===== src/rtl/bus_and_chip_select_config_cfg.svh =====
// Offsets, field positions, reset values and decode windows of the configuration block
`ifndef BUS_AND_CHIP_SELECT_CONFIG_CFG_SVH
`define BUS_AND_CHIP_SELECT_CONFIG_CFG_SVH
// Register indices; byte address is four times the index
`define IDX_CHIP_SELECT_ENABLE 6'h07
`define IDX_BUS_CONFIGURATION 6'h1B
`define IDX_CONFIG_STATUS 6'h20
`define RST_CHIP_SELECT_ENABLE 8'h00
`define RST_BUS_CONFIGURATION 8'h00
// Bus configuration field positions
`define BCF_EXT_BUS 0
`define BCF_PORT4_EDGE 1
`define BCF_SERIAL_NET 2
`define BCF_TEST_MODE 3
`define BCF_P5_LO_EDGE 4
`define BCF_P5_HI_EDGE 5
`define BCF_IRQ_PINS 6
`define BCF_ROM_SRC 7
// Bits forced by a late strap: rom source, test mode, external bus
`define STRAP_SET_MASK 8'h89
// Chip select field positions
`define CSF_ONE 1
`define CSF_TWO 2
`define CSF_THREE 3
`define CSF_SIX 6
`define CSF_SEVEN 7
// Decode windows, select 7 in the top slice
`define CS_LO_TABLE {16'hF000, 16'h0200, 16'hE800, 16'hE000, 16'h0100, 16'hC000, 16'hA000, 16'h8000}
`define CS_HI_TABLE {16'hFFFF, 16'h7FFF, 16'hEFFF, 16'hE7FF, 16'h01FF, 16'hDFFF, 16'hBFFF, 16'h9FFF}
`define CARVE_ONE_LO 16'h0100
`define CARVE_ONE_HI 16'h011F
`define CARVE_TWO_LO 16'h0120
`define CARVE_TWO_HI 16'h013F
`endif


===== src/rtl/bus_and_chip_select_config_pkg.sv =====
// Types for the bus and chip select configuration block
package bus_and_chip_select_config_pkg;
   typedef enum logic [2:0] {
      ST_HELD = 3'b001,
      ST_ARMED = 3'b010,
      ST_SETTLED = 3'b100
   } strap_state_t;
   typedef struct packed {
      logic rst_s1;
      logic rst_s2;
      logic rst_s3;
      logic strap_s1;
      logic strap_s2;
      logic strap_s3;
      logic strap_before;
      logic proc_internal;
      strap_state_t strap_st;
      logic [7:0] bus_cfg;
      logic [7:0] cs_en;
      logic ack;
      logic [31:0] rdata;
      logic [7:0] cs_n;
      logic [7:0] ext_data;
      logic ext_oe;
      logic run_pin;
      logic stack_off_chip;
   } cfg_state_t;
endpackage


===== src/rtl/bus_and_chip_select_config.sv =====
// Bus configuration and chip select enable registers with pin function steering
//
// Behaviour
// - External bus select low leaves ports 0 to 2 as I/O, high makes them the address and data bus.
// - In test mode an access to on-chip memory or I/O also drives its data onto the external data bus.
// - With test mode off the run pin carries the ordinary run status.
// - The lower port 5 edge enable makes pins 0 to 3 of port 5 edge interrupt inputs.
// - The port 4 edge enable makes pins 4 to 7 of port 4 edge interrupt inputs.
// - Each chip select enable bit turns its active-low select output on or off, except bit seven while the rom source bit is set.
// - With select one active, 0100 to 011F leaves selects three and six and goes to select one.
// - With select two active, 0120 to 013F leaves selects three and six and goes to select two.
// - Select seven is enabled whenever the rom source bit is set.
// - Stack goes to internal RAM unless select three or six is enabled.
// - A strap rising after reset release sets rom source, test mode and external bus bits.
// - A strap already high before reset release leaves the bus configuration all zero.
// - Once the strap window closes the strap has no further effect and software owns the register.
// - Rom source picks internal or external ROM, the strap picks external or internal processor.
`timescale 1ns/1ps
`include "bus_and_chip_select_config_cfg.svh"

module bus_and_chip_select_config
   import bus_and_chip_select_config_pkg::*;
(
   // Clock, reset, enable
   input wire logic ref_clk,
   input wire logic resetn,
   input wire logic clk_en,
   // Wishbone slave
   input wire logic wb_cyc_i,
   input wire logic wb_stb_i,
   input wire logic wb_we_i,
   input wire logic [7:0] wb_adr_i,
   input wire logic [3:0] wb_sel_i,
   input wire logic [31:0] wb_dat_i,
   output logic [31:0] wb_dat_o,
   output logic wb_ack_o,
   // Device pins
   input wire logic reset_in_n,
   input wire logic bus_enable_strap,
   // CPU access
   input wire logic cpu_access,
   input wire logic cpu_internal,
   input wire logic cpu_stack,
   input wire logic [15:0] cpu_addr,
   input wire logic [7:0] cpu_data,
   input wire logic cpu_run,
   // Chip selects
   output logic [7:0] select_line_n,
   output logic stack_off_chip,
   // Test mode data echo and run pin
   output logic [7:0] ext_data_out,
   output logic ext_data_oe,
   output logic run_pin_out,
   // Pin function selects
   output logic port012_ext_bus,
   output logic test_mode_active,
   output logic rom_external,
   output logic processor_external,
   output logic [3:0] port5_lo_edge_fn,
   output logic [3:0] port5_hi_edge_fn,
   output logic [3:0] port4_edge_fn,
   output logic port4_irq_pin_fn,
   output logic serial_network_fn,
   output logic serial_network_irq_en
);

   cfg_state_t q;
   cfg_state_t d;

   localparam logic [127:0] CS_LO = `CS_LO_TABLE;
   localparam logic [127:0] CS_HI = `CS_HI_TABLE;

   function automatic logic in_range(input logic [15:0] a, input logic [15:0] lo, input logic [15:0] hi);
      in_range = (a >= lo) && (a <= hi);
   endfunction

   function automatic logic reg_hit(input logic [7:0] adr, input logic [5:0] idx);
      reg_hit = (adr[7:2] == idx);
   endfunction

   logic [7:0] window_hit;
   logic [7:0] cs_en_eff;
   logic carve_one;
   logic carve_two;

   genvar gi;
   generate
      for (gi = 0; gi < 8; gi++)
      begin : g_win
         assign window_hit[gi] = in_range(cpu_addr, CS_LO[gi*16 +: 16], CS_HI[gi*16 +: 16]);
      end
   endgenerate

   always_comb
   begin
      cs_en_eff = q.cs_en;
      cs_en_eff[`CSF_SEVEN] = q.cs_en[`CSF_SEVEN] | q.bus_cfg[`BCF_ROM_SRC];
      carve_one = cs_en_eff[`CSF_ONE] & in_range(cpu_addr, `CARVE_ONE_LO, `CARVE_ONE_HI);
      carve_two = cs_en_eff[`CSF_TWO] & in_range(cpu_addr, `CARVE_TWO_LO, `CARVE_TWO_HI);
   end

   logic wb_req;
   logic wb_wr;
   logic [7:0] sel_hit;

   assign wb_req = wb_cyc_i & wb_stb_i & ~q.ack;
   assign wb_wr = wb_req & wb_we_i & wb_sel_i[0];

   always_comb
   begin
      d = q;
      // The second stage feeds logic and the third only the strap edge detect; the first is metastability settling
      d.rst_s1 = reset_in_n;
      d.rst_s2 = q.rst_s1;
      d.rst_s3 = q.rst_s2;
      d.strap_s1 = bus_enable_strap;
      d.strap_s2 = q.strap_s1;
      d.strap_s3 = q.strap_s2;

      // Software writes land first so a strap event in the same cycle wins
      if (wb_wr && reg_hit(wb_adr_i, `IDX_CHIP_SELECT_ENABLE))
      begin
         d.cs_en = wb_dat_i[7:0];
      end
      if (wb_wr && reg_hit(wb_adr_i, `IDX_BUS_CONFIGURATION))
      begin
         d.bus_cfg = wb_dat_i[7:0];
      end

      case (q.strap_st)
         ST_HELD:
         begin
            d.bus_cfg = `RST_BUS_CONFIGURATION;
            d.cs_en = `RST_CHIP_SELECT_ENABLE;
            if (q.strap_s2)
            begin
               d.strap_before = 1'b1;
            end
            if (q.rst_s2)
            begin
               d.proc_internal = q.strap_s2;
               // Strap seen before release keeps the register cleared
               d.strap_st = (q.strap_before | q.strap_s2) ? ST_SETTLED : ST_ARMED;
            end
         end
         ST_ARMED:
         begin
            if (q.strap_s2 && !q.strap_s3)
            begin
               d.bus_cfg = d.bus_cfg | `STRAP_SET_MASK;
               d.strap_st = ST_SETTLED;
            end
            else if (wb_wr && reg_hit(wb_adr_i, `IDX_BUS_CONFIGURATION))
            begin
               // A software write to the bus configuration closes the strap window
               d.strap_st = ST_SETTLED;
            end
         end
         ST_SETTLED:
         begin
            d.strap_st = ST_SETTLED;
         end
         default:
         begin
            d.strap_st = ST_HELD;
         end
      endcase

      if (!q.rst_s2)
      begin
         d.strap_st = ST_HELD;
         d.bus_cfg = `RST_BUS_CONFIGURATION;
         d.cs_en = `RST_CHIP_SELECT_ENABLE;
         if (q.strap_st != ST_HELD)
         begin
            d.strap_before = 1'b0;
         end
      end

      // Wishbone answer one cycle after the request, unmapped reads give zero
      d.ack = wb_req;
      d.rdata = '0;
      if (wb_req && !wb_we_i)
      begin
         if (reg_hit(wb_adr_i, `IDX_CHIP_SELECT_ENABLE))
         begin
            d.rdata[7:0] = q.cs_en;
         end
         else if (reg_hit(wb_adr_i, `IDX_BUS_CONFIGURATION))
         begin
            d.rdata[7:0] = q.bus_cfg;
         end
         else if (reg_hit(wb_adr_i, `IDX_CONFIG_STATUS))
         begin
            d.rdata[7:0] = {cs_en_eff[`CSF_SEVEN], q.stack_off_chip, q.proc_internal,
                            q.strap_before, q.strap_s2, q.strap_st};
         end
      end

      // Chip selects decode, carved windows taken from selects three and six
      sel_hit = window_hit;
      sel_hit[`CSF_ONE] = window_hit[`CSF_ONE] | carve_one;
      sel_hit[`CSF_TWO] = window_hit[`CSF_TWO] | carve_two;
      if (carve_one || carve_two)
      begin
         sel_hit[`CSF_THREE] = 1'b0;
         sel_hit[`CSF_SIX] = 1'b0;
      end
      d.cs_n = ~(sel_hit & cs_en_eff & {8{cpu_access & ~cpu_internal}});

      d.stack_off_chip = cs_en_eff[`CSF_THREE] | cs_en_eff[`CSF_SIX];
      if (cpu_stack && !d.stack_off_chip)
      begin
         // Stack stays on chip, keep every select idle
         d.cs_n = '1;
      end

      // Test mode echoes on-chip traffic onto the external data bus
      d.ext_oe = q.bus_cfg[`BCF_TEST_MODE] & cpu_access & cpu_internal;
      d.ext_data = cpu_data;
      if (q.bus_cfg[`BCF_TEST_MODE])
      begin
         d.run_pin = cpu_access & cpu_internal;
      end
      else
      begin
         d.run_pin = cpu_run;
      end
   end

   always_ff @(posedge ref_clk or negedge resetn)
   begin
      if (!resetn)
      begin
         q.rst_s1 <= 1'b0;
         q.rst_s2 <= 1'b0;
         q.rst_s3 <= 1'b0;
         q.strap_s1 <= 1'b0;
         q.strap_s2 <= 1'b0;
         q.strap_s3 <= 1'b0;
         q.strap_before <= 1'b0;
         q.proc_internal <= 1'b0;
         q.strap_st <= ST_HELD;
         q.bus_cfg <= `RST_BUS_CONFIGURATION;
         q.cs_en <= `RST_CHIP_SELECT_ENABLE;
         q.ack <= 1'b0;
         q.rdata <= '0;
         q.cs_n <= '1;
         q.ext_data <= '0;
         q.ext_oe <= 1'b0;
         q.run_pin <= 1'b0;
         q.stack_off_chip <= 1'b0;
      end
      else if (clk_en)
      begin
         q <= d;
      end
   end

   assign wb_ack_o = q.ack;
   assign wb_dat_o = q.rdata;
   assign select_line_n = q.cs_n;
   assign stack_off_chip = q.stack_off_chip;
   assign ext_data_out = q.ext_data;
   assign ext_data_oe = q.ext_oe;
   assign run_pin_out = q.run_pin;

   assign port012_ext_bus = q.bus_cfg[`BCF_EXT_BUS];
   assign test_mode_active = q.bus_cfg[`BCF_TEST_MODE];
   assign rom_external = q.bus_cfg[`BCF_ROM_SRC];
   assign processor_external = ~q.proc_internal;
   assign port5_lo_edge_fn = {4{q.bus_cfg[`BCF_P5_LO_EDGE]}};
   assign port5_hi_edge_fn = {4{q.bus_cfg[`BCF_P5_HI_EDGE]}};
   assign port4_edge_fn = {4{q.bus_cfg[`BCF_PORT4_EDGE]}};
   assign port4_irq_pin_fn = q.bus_cfg[`BCF_IRQ_PINS];
   assign serial_network_fn = q.bus_cfg[`BCF_SERIAL_NET];
   assign serial_network_irq_en = q.bus_cfg[`BCF_SERIAL_NET];

endmodule


===== config.mk =====
export PLATFORM = sky130hd
export DESIGN_NAME = bus_and_chip_select_config
export DESIGN_NICKNAME = d
export VERILOG_FILES = /design/src/rtl/bus_and_chip_select_config_pkg.sv /design/src/rtl/bus_and_chip_select_config.sv
export VERILOG_INCLUDE_DIRS = /design/src /design/src/rtl
export SDC_FILE = /design/constraint.sdc
export NUM_CORES = 1
export LEC_CHECK = 0
export ABC_CLOCK_PERIOD_IN_PS = 1800
export BUFFER_PORTS_ARGS = -buffer_cell sky130_fd_sc_hd__buf_2
export CAP_MARGIN = 20
export CORE_ASPECT_RATIO = 0.6
export CORE_UTILIZATION = 43
export CTS_BUF_LIST = sky130_fd_sc_hd__clkbuf_8
export CTS_CLUSTER_SIZE = 40
export DETAILED_ROUTE_END_ITERATION = 10
export PLACE_DENSITY = 0.79
export SLEW_MARGIN = 20
export SYNTH_ARGS = -nofsm -noshare
export SYNTH_HDL_FRONTEND = slang
export SYNTH_SLANG_ARGS = --single-unit

===== constraint.sdc =====
create_clock -name ref_clk -period 1.8 [get_ports ref_clk]
set_clock_uncertainty 0.2 [all_clocks]
set_input_delay 0.18 -clock ref_clk [delete_from_list [all_inputs] [get_ports ref_clk]]
set_output_delay 0.18 -clock ref_clk [all_outputs]
set_load 0.05 [all_outputs]

# Yosys cells after proc, flatten, opt, wreduce, memory -nomap -nowiden
# Cells that the tools add are included.
[word_totals]
mem_count = 0
elab_cells = 111
ramBits = 0
in_bits = 80
latchBits = 0
romBits = 0
ff_bits = 54
output_inout_bits = 71
[op_classes]
addsub = 0
reduce_logical = 22
n_shift = 0
n_mul = 0
n_mux = 23
magnitude_cmp = 19
eq_ne = 9
div = 0
n_bitwise = 21
[op_table]
columns = ["cell", "n"]
rows = [
  ["greater-or-equal comparator 16 bit, second input constant", 6],
  ["<= comparator 16 bit, second input constant", 6],
  ["two-way mux 8 bit", 9],
  ["<= comparator 16 x 9 -> 1 bit, second input constant", 3],
  ["greater-or-equal comparator 16 x 9 -> 1 bit, second input constant", 2],
  ["two-way mux 19 bit", 1],
  ["AND 8 bit", 2],
  ["greater-or-equal comparator 16 x 10 -> 1 bit, second input constant", 1],
  ["<= comparator 16 x 15 -> 1 bit, second input constant", 1],
  ["case mux 8 bit (2 select lines)", 1],
  ["logical AND 1 bit", 15],
  ["AND 1 bit", 10],
  ["two-way mux 3 bit", 3],
  ["case mux 3 bit (3 select lines)", 1],
  ["inverter 8 bit", 1],
  ["== test 6 x 3 -> 1 bit, second input constant", 1],
  ["== test 6 x 5 -> 1 bit, second input constant", 1],
  ["== test 6 bit, second input constant", 1],
  ["two-way mux 1 bit", 6],
  ["!= test 3 x 1 -> 1 bit, second input constant", 2],
  ["bitwise OR 1 bit", 5],
  ["two-way mux 4 bit", 1],
  ["!= test 4 bit, second input constant", 1],
  ["AND reduction 2 bit", 2],
  ["8 further kinds", 12],
]

# Depth between registers and ports, before layout
[logic_depth]
depth_word = 9
mapped_depth = 6
depth_no_buf = 4

# Least setup slack after synthesis
# No wires, ideal clock.
[synth_path]
path_type = "reg2reg"
startpoint = "register q, in the netlist wb_ack_o"
endpoint = "register q, in the netlist port012_ext_bus"
period_less_slack_ns = 2.026
setup_time_ns = 0.126
required_ns = 1.474
path_buffers = 0
path_slack_ns = -0.226
path_stages_with_launch = 5
t_arrival_ns = 1.700
cell_sequence = "dfrtp_1 nand3b_4 nor4_4 o21ai_2 a221o_1"
[synth_via]
elab_chain_len = 9
[synth_lines]
columns = ["item", "line_no", "text"]
rows = [
  ["from (decl)", "bus_and_chip_select_config.sv:67", "cfg_state_t q;"],
  ["inverter 1 bit (*)", "bus_and_chip_select_config.sv:106", "assign wb_req = wb_cyc_i & wb_stb_i & ~q.ack;"],
  ["AND 1 bit (*)", "bus_and_chip_select_config.sv:106", ""],
  ["AND 1 bit (*) (2 in series)", "bus_and_chip_select_config.sv:107", "assign wb_wr = wb_req & wb_we_i & wb_sel_i[0];"],
  ["logical AND 1 bit (*)", "bus_and_chip_select_config.sv:125", "if (wb_wr && reg_hit(wb_adr_i, `IDX_BUS_CONFIGURATION))"],
  ["two-way mux 8 bit (*)", "bus_and_chip_select_config.sv:125", ""],
  ["two-way mux 8 bit", "bus_and_chip_select_config.sv:148", "if (q.strap_s2 && !q.strap_s3)"],
  ["case mux 8 bit (2 select lines) (*)", "bus_and_chip_select_config.sv:130", "case (q.strap_st)"],
  ["two-way mux 19 bit (*)", "bus_and_chip_select_config.sv:169", "if (!q.rst_s2)"],
]
# Mark *: on every way between the ends. The rest lies on a longest branch, timed or not.
# A chain may end at the register's enable or synchronous reset.

# Worst setup path after layout
[layout_path]
startpoint = "register q[68] (netlist name)"
endpoint = "register q[71] (netlist name)"
[layout_via]
elab_chain_len = 2
[layout_lines]
columns = ["item", "line_no"]
rows = [
  ["== test 3 x 1 -> 1 bit", "bus_and_chip_select_config.sv:130"],
  ["AND reduction 3 bit (no source line)", "n/a"],
]
# No other way between the ends.

==> impl_metrics.toml <==
[outcome]
run_status = "finished with violations"
violations = "negative setup slack"

[min_path]
min-delay-path-class = "in2reg"
hold_end = "select_line_n[6]"
hold_start = "cpu_internal"
holdPathStages = 3

[power_and_ir_drop]
power_w = 0.00321
leakagePower_nw = 1.89
p_per_area_nw_per_um2 = 830
power_switching_w = 0.00109
switching_share_pct = 34.0
p_seq_share_pct = 43.4
vdd_ir_drop_max_v = 0.000417
pwr-share-clk_pct = 25.5
internal_power_w = 0.00212
combinationalPowerShare_pct = 31.2

[sta]
tns_ps = -47.1
whs_ps = 22.9
timing_hold_violations_final = 0
slew_viol_final = 0
rsz0062_at_grt = "true"
min_period_over_period_pct = 101
fmax_ghz = 0.548
setup_ws_ps = -26.0
period_needed_ps = 1830
setup_viol = 2

[clocking]
htree_num_levels = 2
clkTransAtPathRegs_ps = 100
cts.sinks = 54
cts-root-buf = "clkbuf_8"
cts_tree = "done"
clk_latency_ps = 310
cts_buffers = 5
cts_buffer_depth = 2

[setup_path]
worstSetupPathType = "reg2reg"
r2r_cells = 4
timing.rr.end = "q[71]"
crit_buf_inv = 1
cp.required_ps = 1810
worstSetupStartpointType = "register"
cp-end-kind = "register"
crit_arrival_ps = 1830
cp_max_fo = 4
r2r_setup_slack_ps = -30
critPathSlowestCell = "dfstp_2"
crit_family = "simple AND/OR/NAND/NOR gates"
crit-reg2reg-launch = "q[68]"
slowest_delay_ps = 530
crit_chain = "or3b_4 -> buf_6 -> nor3_4 -> mux2_4"

[placement]
place_congestion = 0.895
dp_cells = 446
port_buffers = 92
dp_hpwl_mm = 5.39

[die]
core_area_um2 = 6730
dieArea_um2 = 7350
pin_count = 151
start_util_pct = 44.7
die_w_um = 110
rows = 23
die_y_um = 66.8

[logic_synthesis]
synth_area_leaders = "dfrtp_1, buf_4, dfstp_2"
synth_edf_count = 0
yosys.area.top_type = "dfrtp_1"
synth-seq-cells = 54
ys.flop_type = "dfrtp_1"
syn-cell-area_um2 = 3010
yosysUniqueCellTypes = 52
async_reset_ff_share_pct = 100
yosysTopAreaCellShare_pct = 37.4
synthCells = 285
synth_area_per_cell_um2 = 10.6
ys_seq_area_share_pct = 45.2
ys_warn_count = 0

[global_route]
track_usage_pct = 21.0
antenna_found_initial = 0
grt_first_pass_wirelength_mm = 11.6
grt_overflow = 0
grt_pass1_vias = 2348
grt_max_degree = 55

[finish]
nets = 472
final_cell_count_no_fill = 480
finish.utilization_pct = 57.4
num-fill-cells = 590
area_growth_pct = 28.3
n_antenna_cell = 0
drive_gt1_share_pct = 43.8

[drt]
dr.pass1.iters = 4
drtAntennaViolNets = 0
wire_per_inst_um = 15.4
drtIter0Drc = 95
routed_via_density = 5.12
drc = 0
wl_mm = 7.38
num_vias = 2458

[flow_run]
maxCapViolCount = 0
==> power by group through the flow <==
stage	clock [W]	combinational, W	sequential (W)
6_report	0.000816	0.000999	0.00139
5_1_grt	0.000892	0.00107	0.00140
4_1_cts	0.000835	0.000964	0.00139
3_5_place_dp	0	0.000844	0.00141
3_3_place_gp	0	0.000825	0.00140
2_1_floorplan	0	0.000553	0.00142
==> synth_stat cells, drive strengths merged (2+ instances only) <==
| cell type | number |
|---|---|
| and4b | 2 |
| o22a | 2 |
| nand3b | 5 |
| a221o | 2 |
| nor2b | 2 |
| nor3 | 3 |
| a21oi | 9 |
| nand4b | 3 |
| buf | 67 |
| nand2 | 12 |
| a221oi | 8 |
| dfrtp | 45 |
| nor2 | 22 |
| mux2 | 16 |
| o2bb2ai | 3 |
| and3 | 3 |
| o31ai | 5 |
| clkbuf | 4 |
| nand3 | 6 |
| inv | 9 |
| nor4 | 4 |
| a22o | 12 |
| o21ai | 11 |
| dfstp | 9 |
| o32a | 2 |
| a31oi | 2 |
==> state kept, by name (all words and copies together), names as in the netlist, 4 cells and up <==
name	flops
ext_data_out	8
select_line_n	8
wb_dat_o	8
cs_en_eff	7
q	7
d	4
==> worst reg2reg max path: cells and delay by family, from the launching register on <==
| family | cells | cell delay [ps] |
|---|---|---|
| simple gates | 2 | 540 |
| flops | 1 | 530 |
| mux | 1 | 310 |
| buf+inv | 1 | 150 |
==> final cells by class <==
cell class | count | area, um2 | area share [%]
Clock inverter | 3 | 42.5 | 1.10
Timing Repair Buffer | 148 | 977 | 25.3
Inverter | 9 | 33.8 | 0.874
Tap cell | 87 | 109 | 2.82
Multi-Input combinational cell | 174 | 1270 | 32.9
Clock buffer | 5 | 68.8 | 1.78
Sequential cell | 54 | 1360 | 35.3
==> layer usage <==
layer  part of all wire, %  GRT usage, %  wire length (um)  vias to the layer above
met4                   1.4          3.83               101                        0
li1                      -             -                 -                     1157
met2                    46          34.3              3420                       91
met5                     0             0                 0                        -
met3                   5.0          4.89               367                       11
met1                    47          28.7              3490                     1199
==> worst max-delay path by stage <==
| stage | endpoint | slack (ps) | start | cells past startpoint |
|---|---|---|---|---|
| floorplan | port012_ext_bus | -120 | q[68] | 5 |
| global placement | test_mode_active | -100 | q[68] | 5 |
| detailed placement | test_mode_active | -110 | q[68] | 5 |
| CTS | q[71] | -20 | q[68] | 4 |
| global route | q[71] | -70 | q[68] | 4 |
| finish | q[71] | -30 | q[68] | 4 |
==> placed cells by master (no fill, tap or decap), drive strengths merged, types with 2 or more instances in the layout <==
master	count
a22o	12
dfrtp	45
mux2	16
o32a	2
clkbuf	5
nand4b	3
o21ai	11
a221o	2
nand3	6
nor3	3
buf	124
o2bb2ai	3
o22a	2
a21oi	9
o31ai	5
nand2	12
and4b	2
dlygate4sd3	24
nor2	22
nand3b	5
dfstp	9
a31oi	2
a221oi	8
and3	3
conb	24
nor4	4
nor2b	2
inv	10
==> what timing repair did <==
item | in CTS | in global routing
gates cloned | 0 | 0
setup endpoints to repair | 17 | 15
setup buffers | 2 | 0
pin swaps | 3 | 9
hold buffers | 24 | 0
endpoints found under the hold margin | 82 | 0
gates resized for setup | 12 | 6
==> stage by stage <==
step / setup slack (ps) / area, um2
3_5_place_dp: -106 / 3410
2_1_floorplan: -118 / 3100
3_3_place_gp: -98.1 / 3410
4_1_cts: -18.3 / 3840
5_1_grt: -68.9 / 3860
6_report: -26.0 / 3860
==> cells by family after synthesis <==
logic type             Yosys count  share of synthesized area (%)
buffers and inverters           80                           18.0
and+or+nand+nor                 70                           14.1
AOI/OAI and AO/OA               64                           16.6
DFF                             54                           45.2
muxes                           16                           5.98
other                            1                          0.125
No activity file was read; power rests on OpenSTA's default activity.
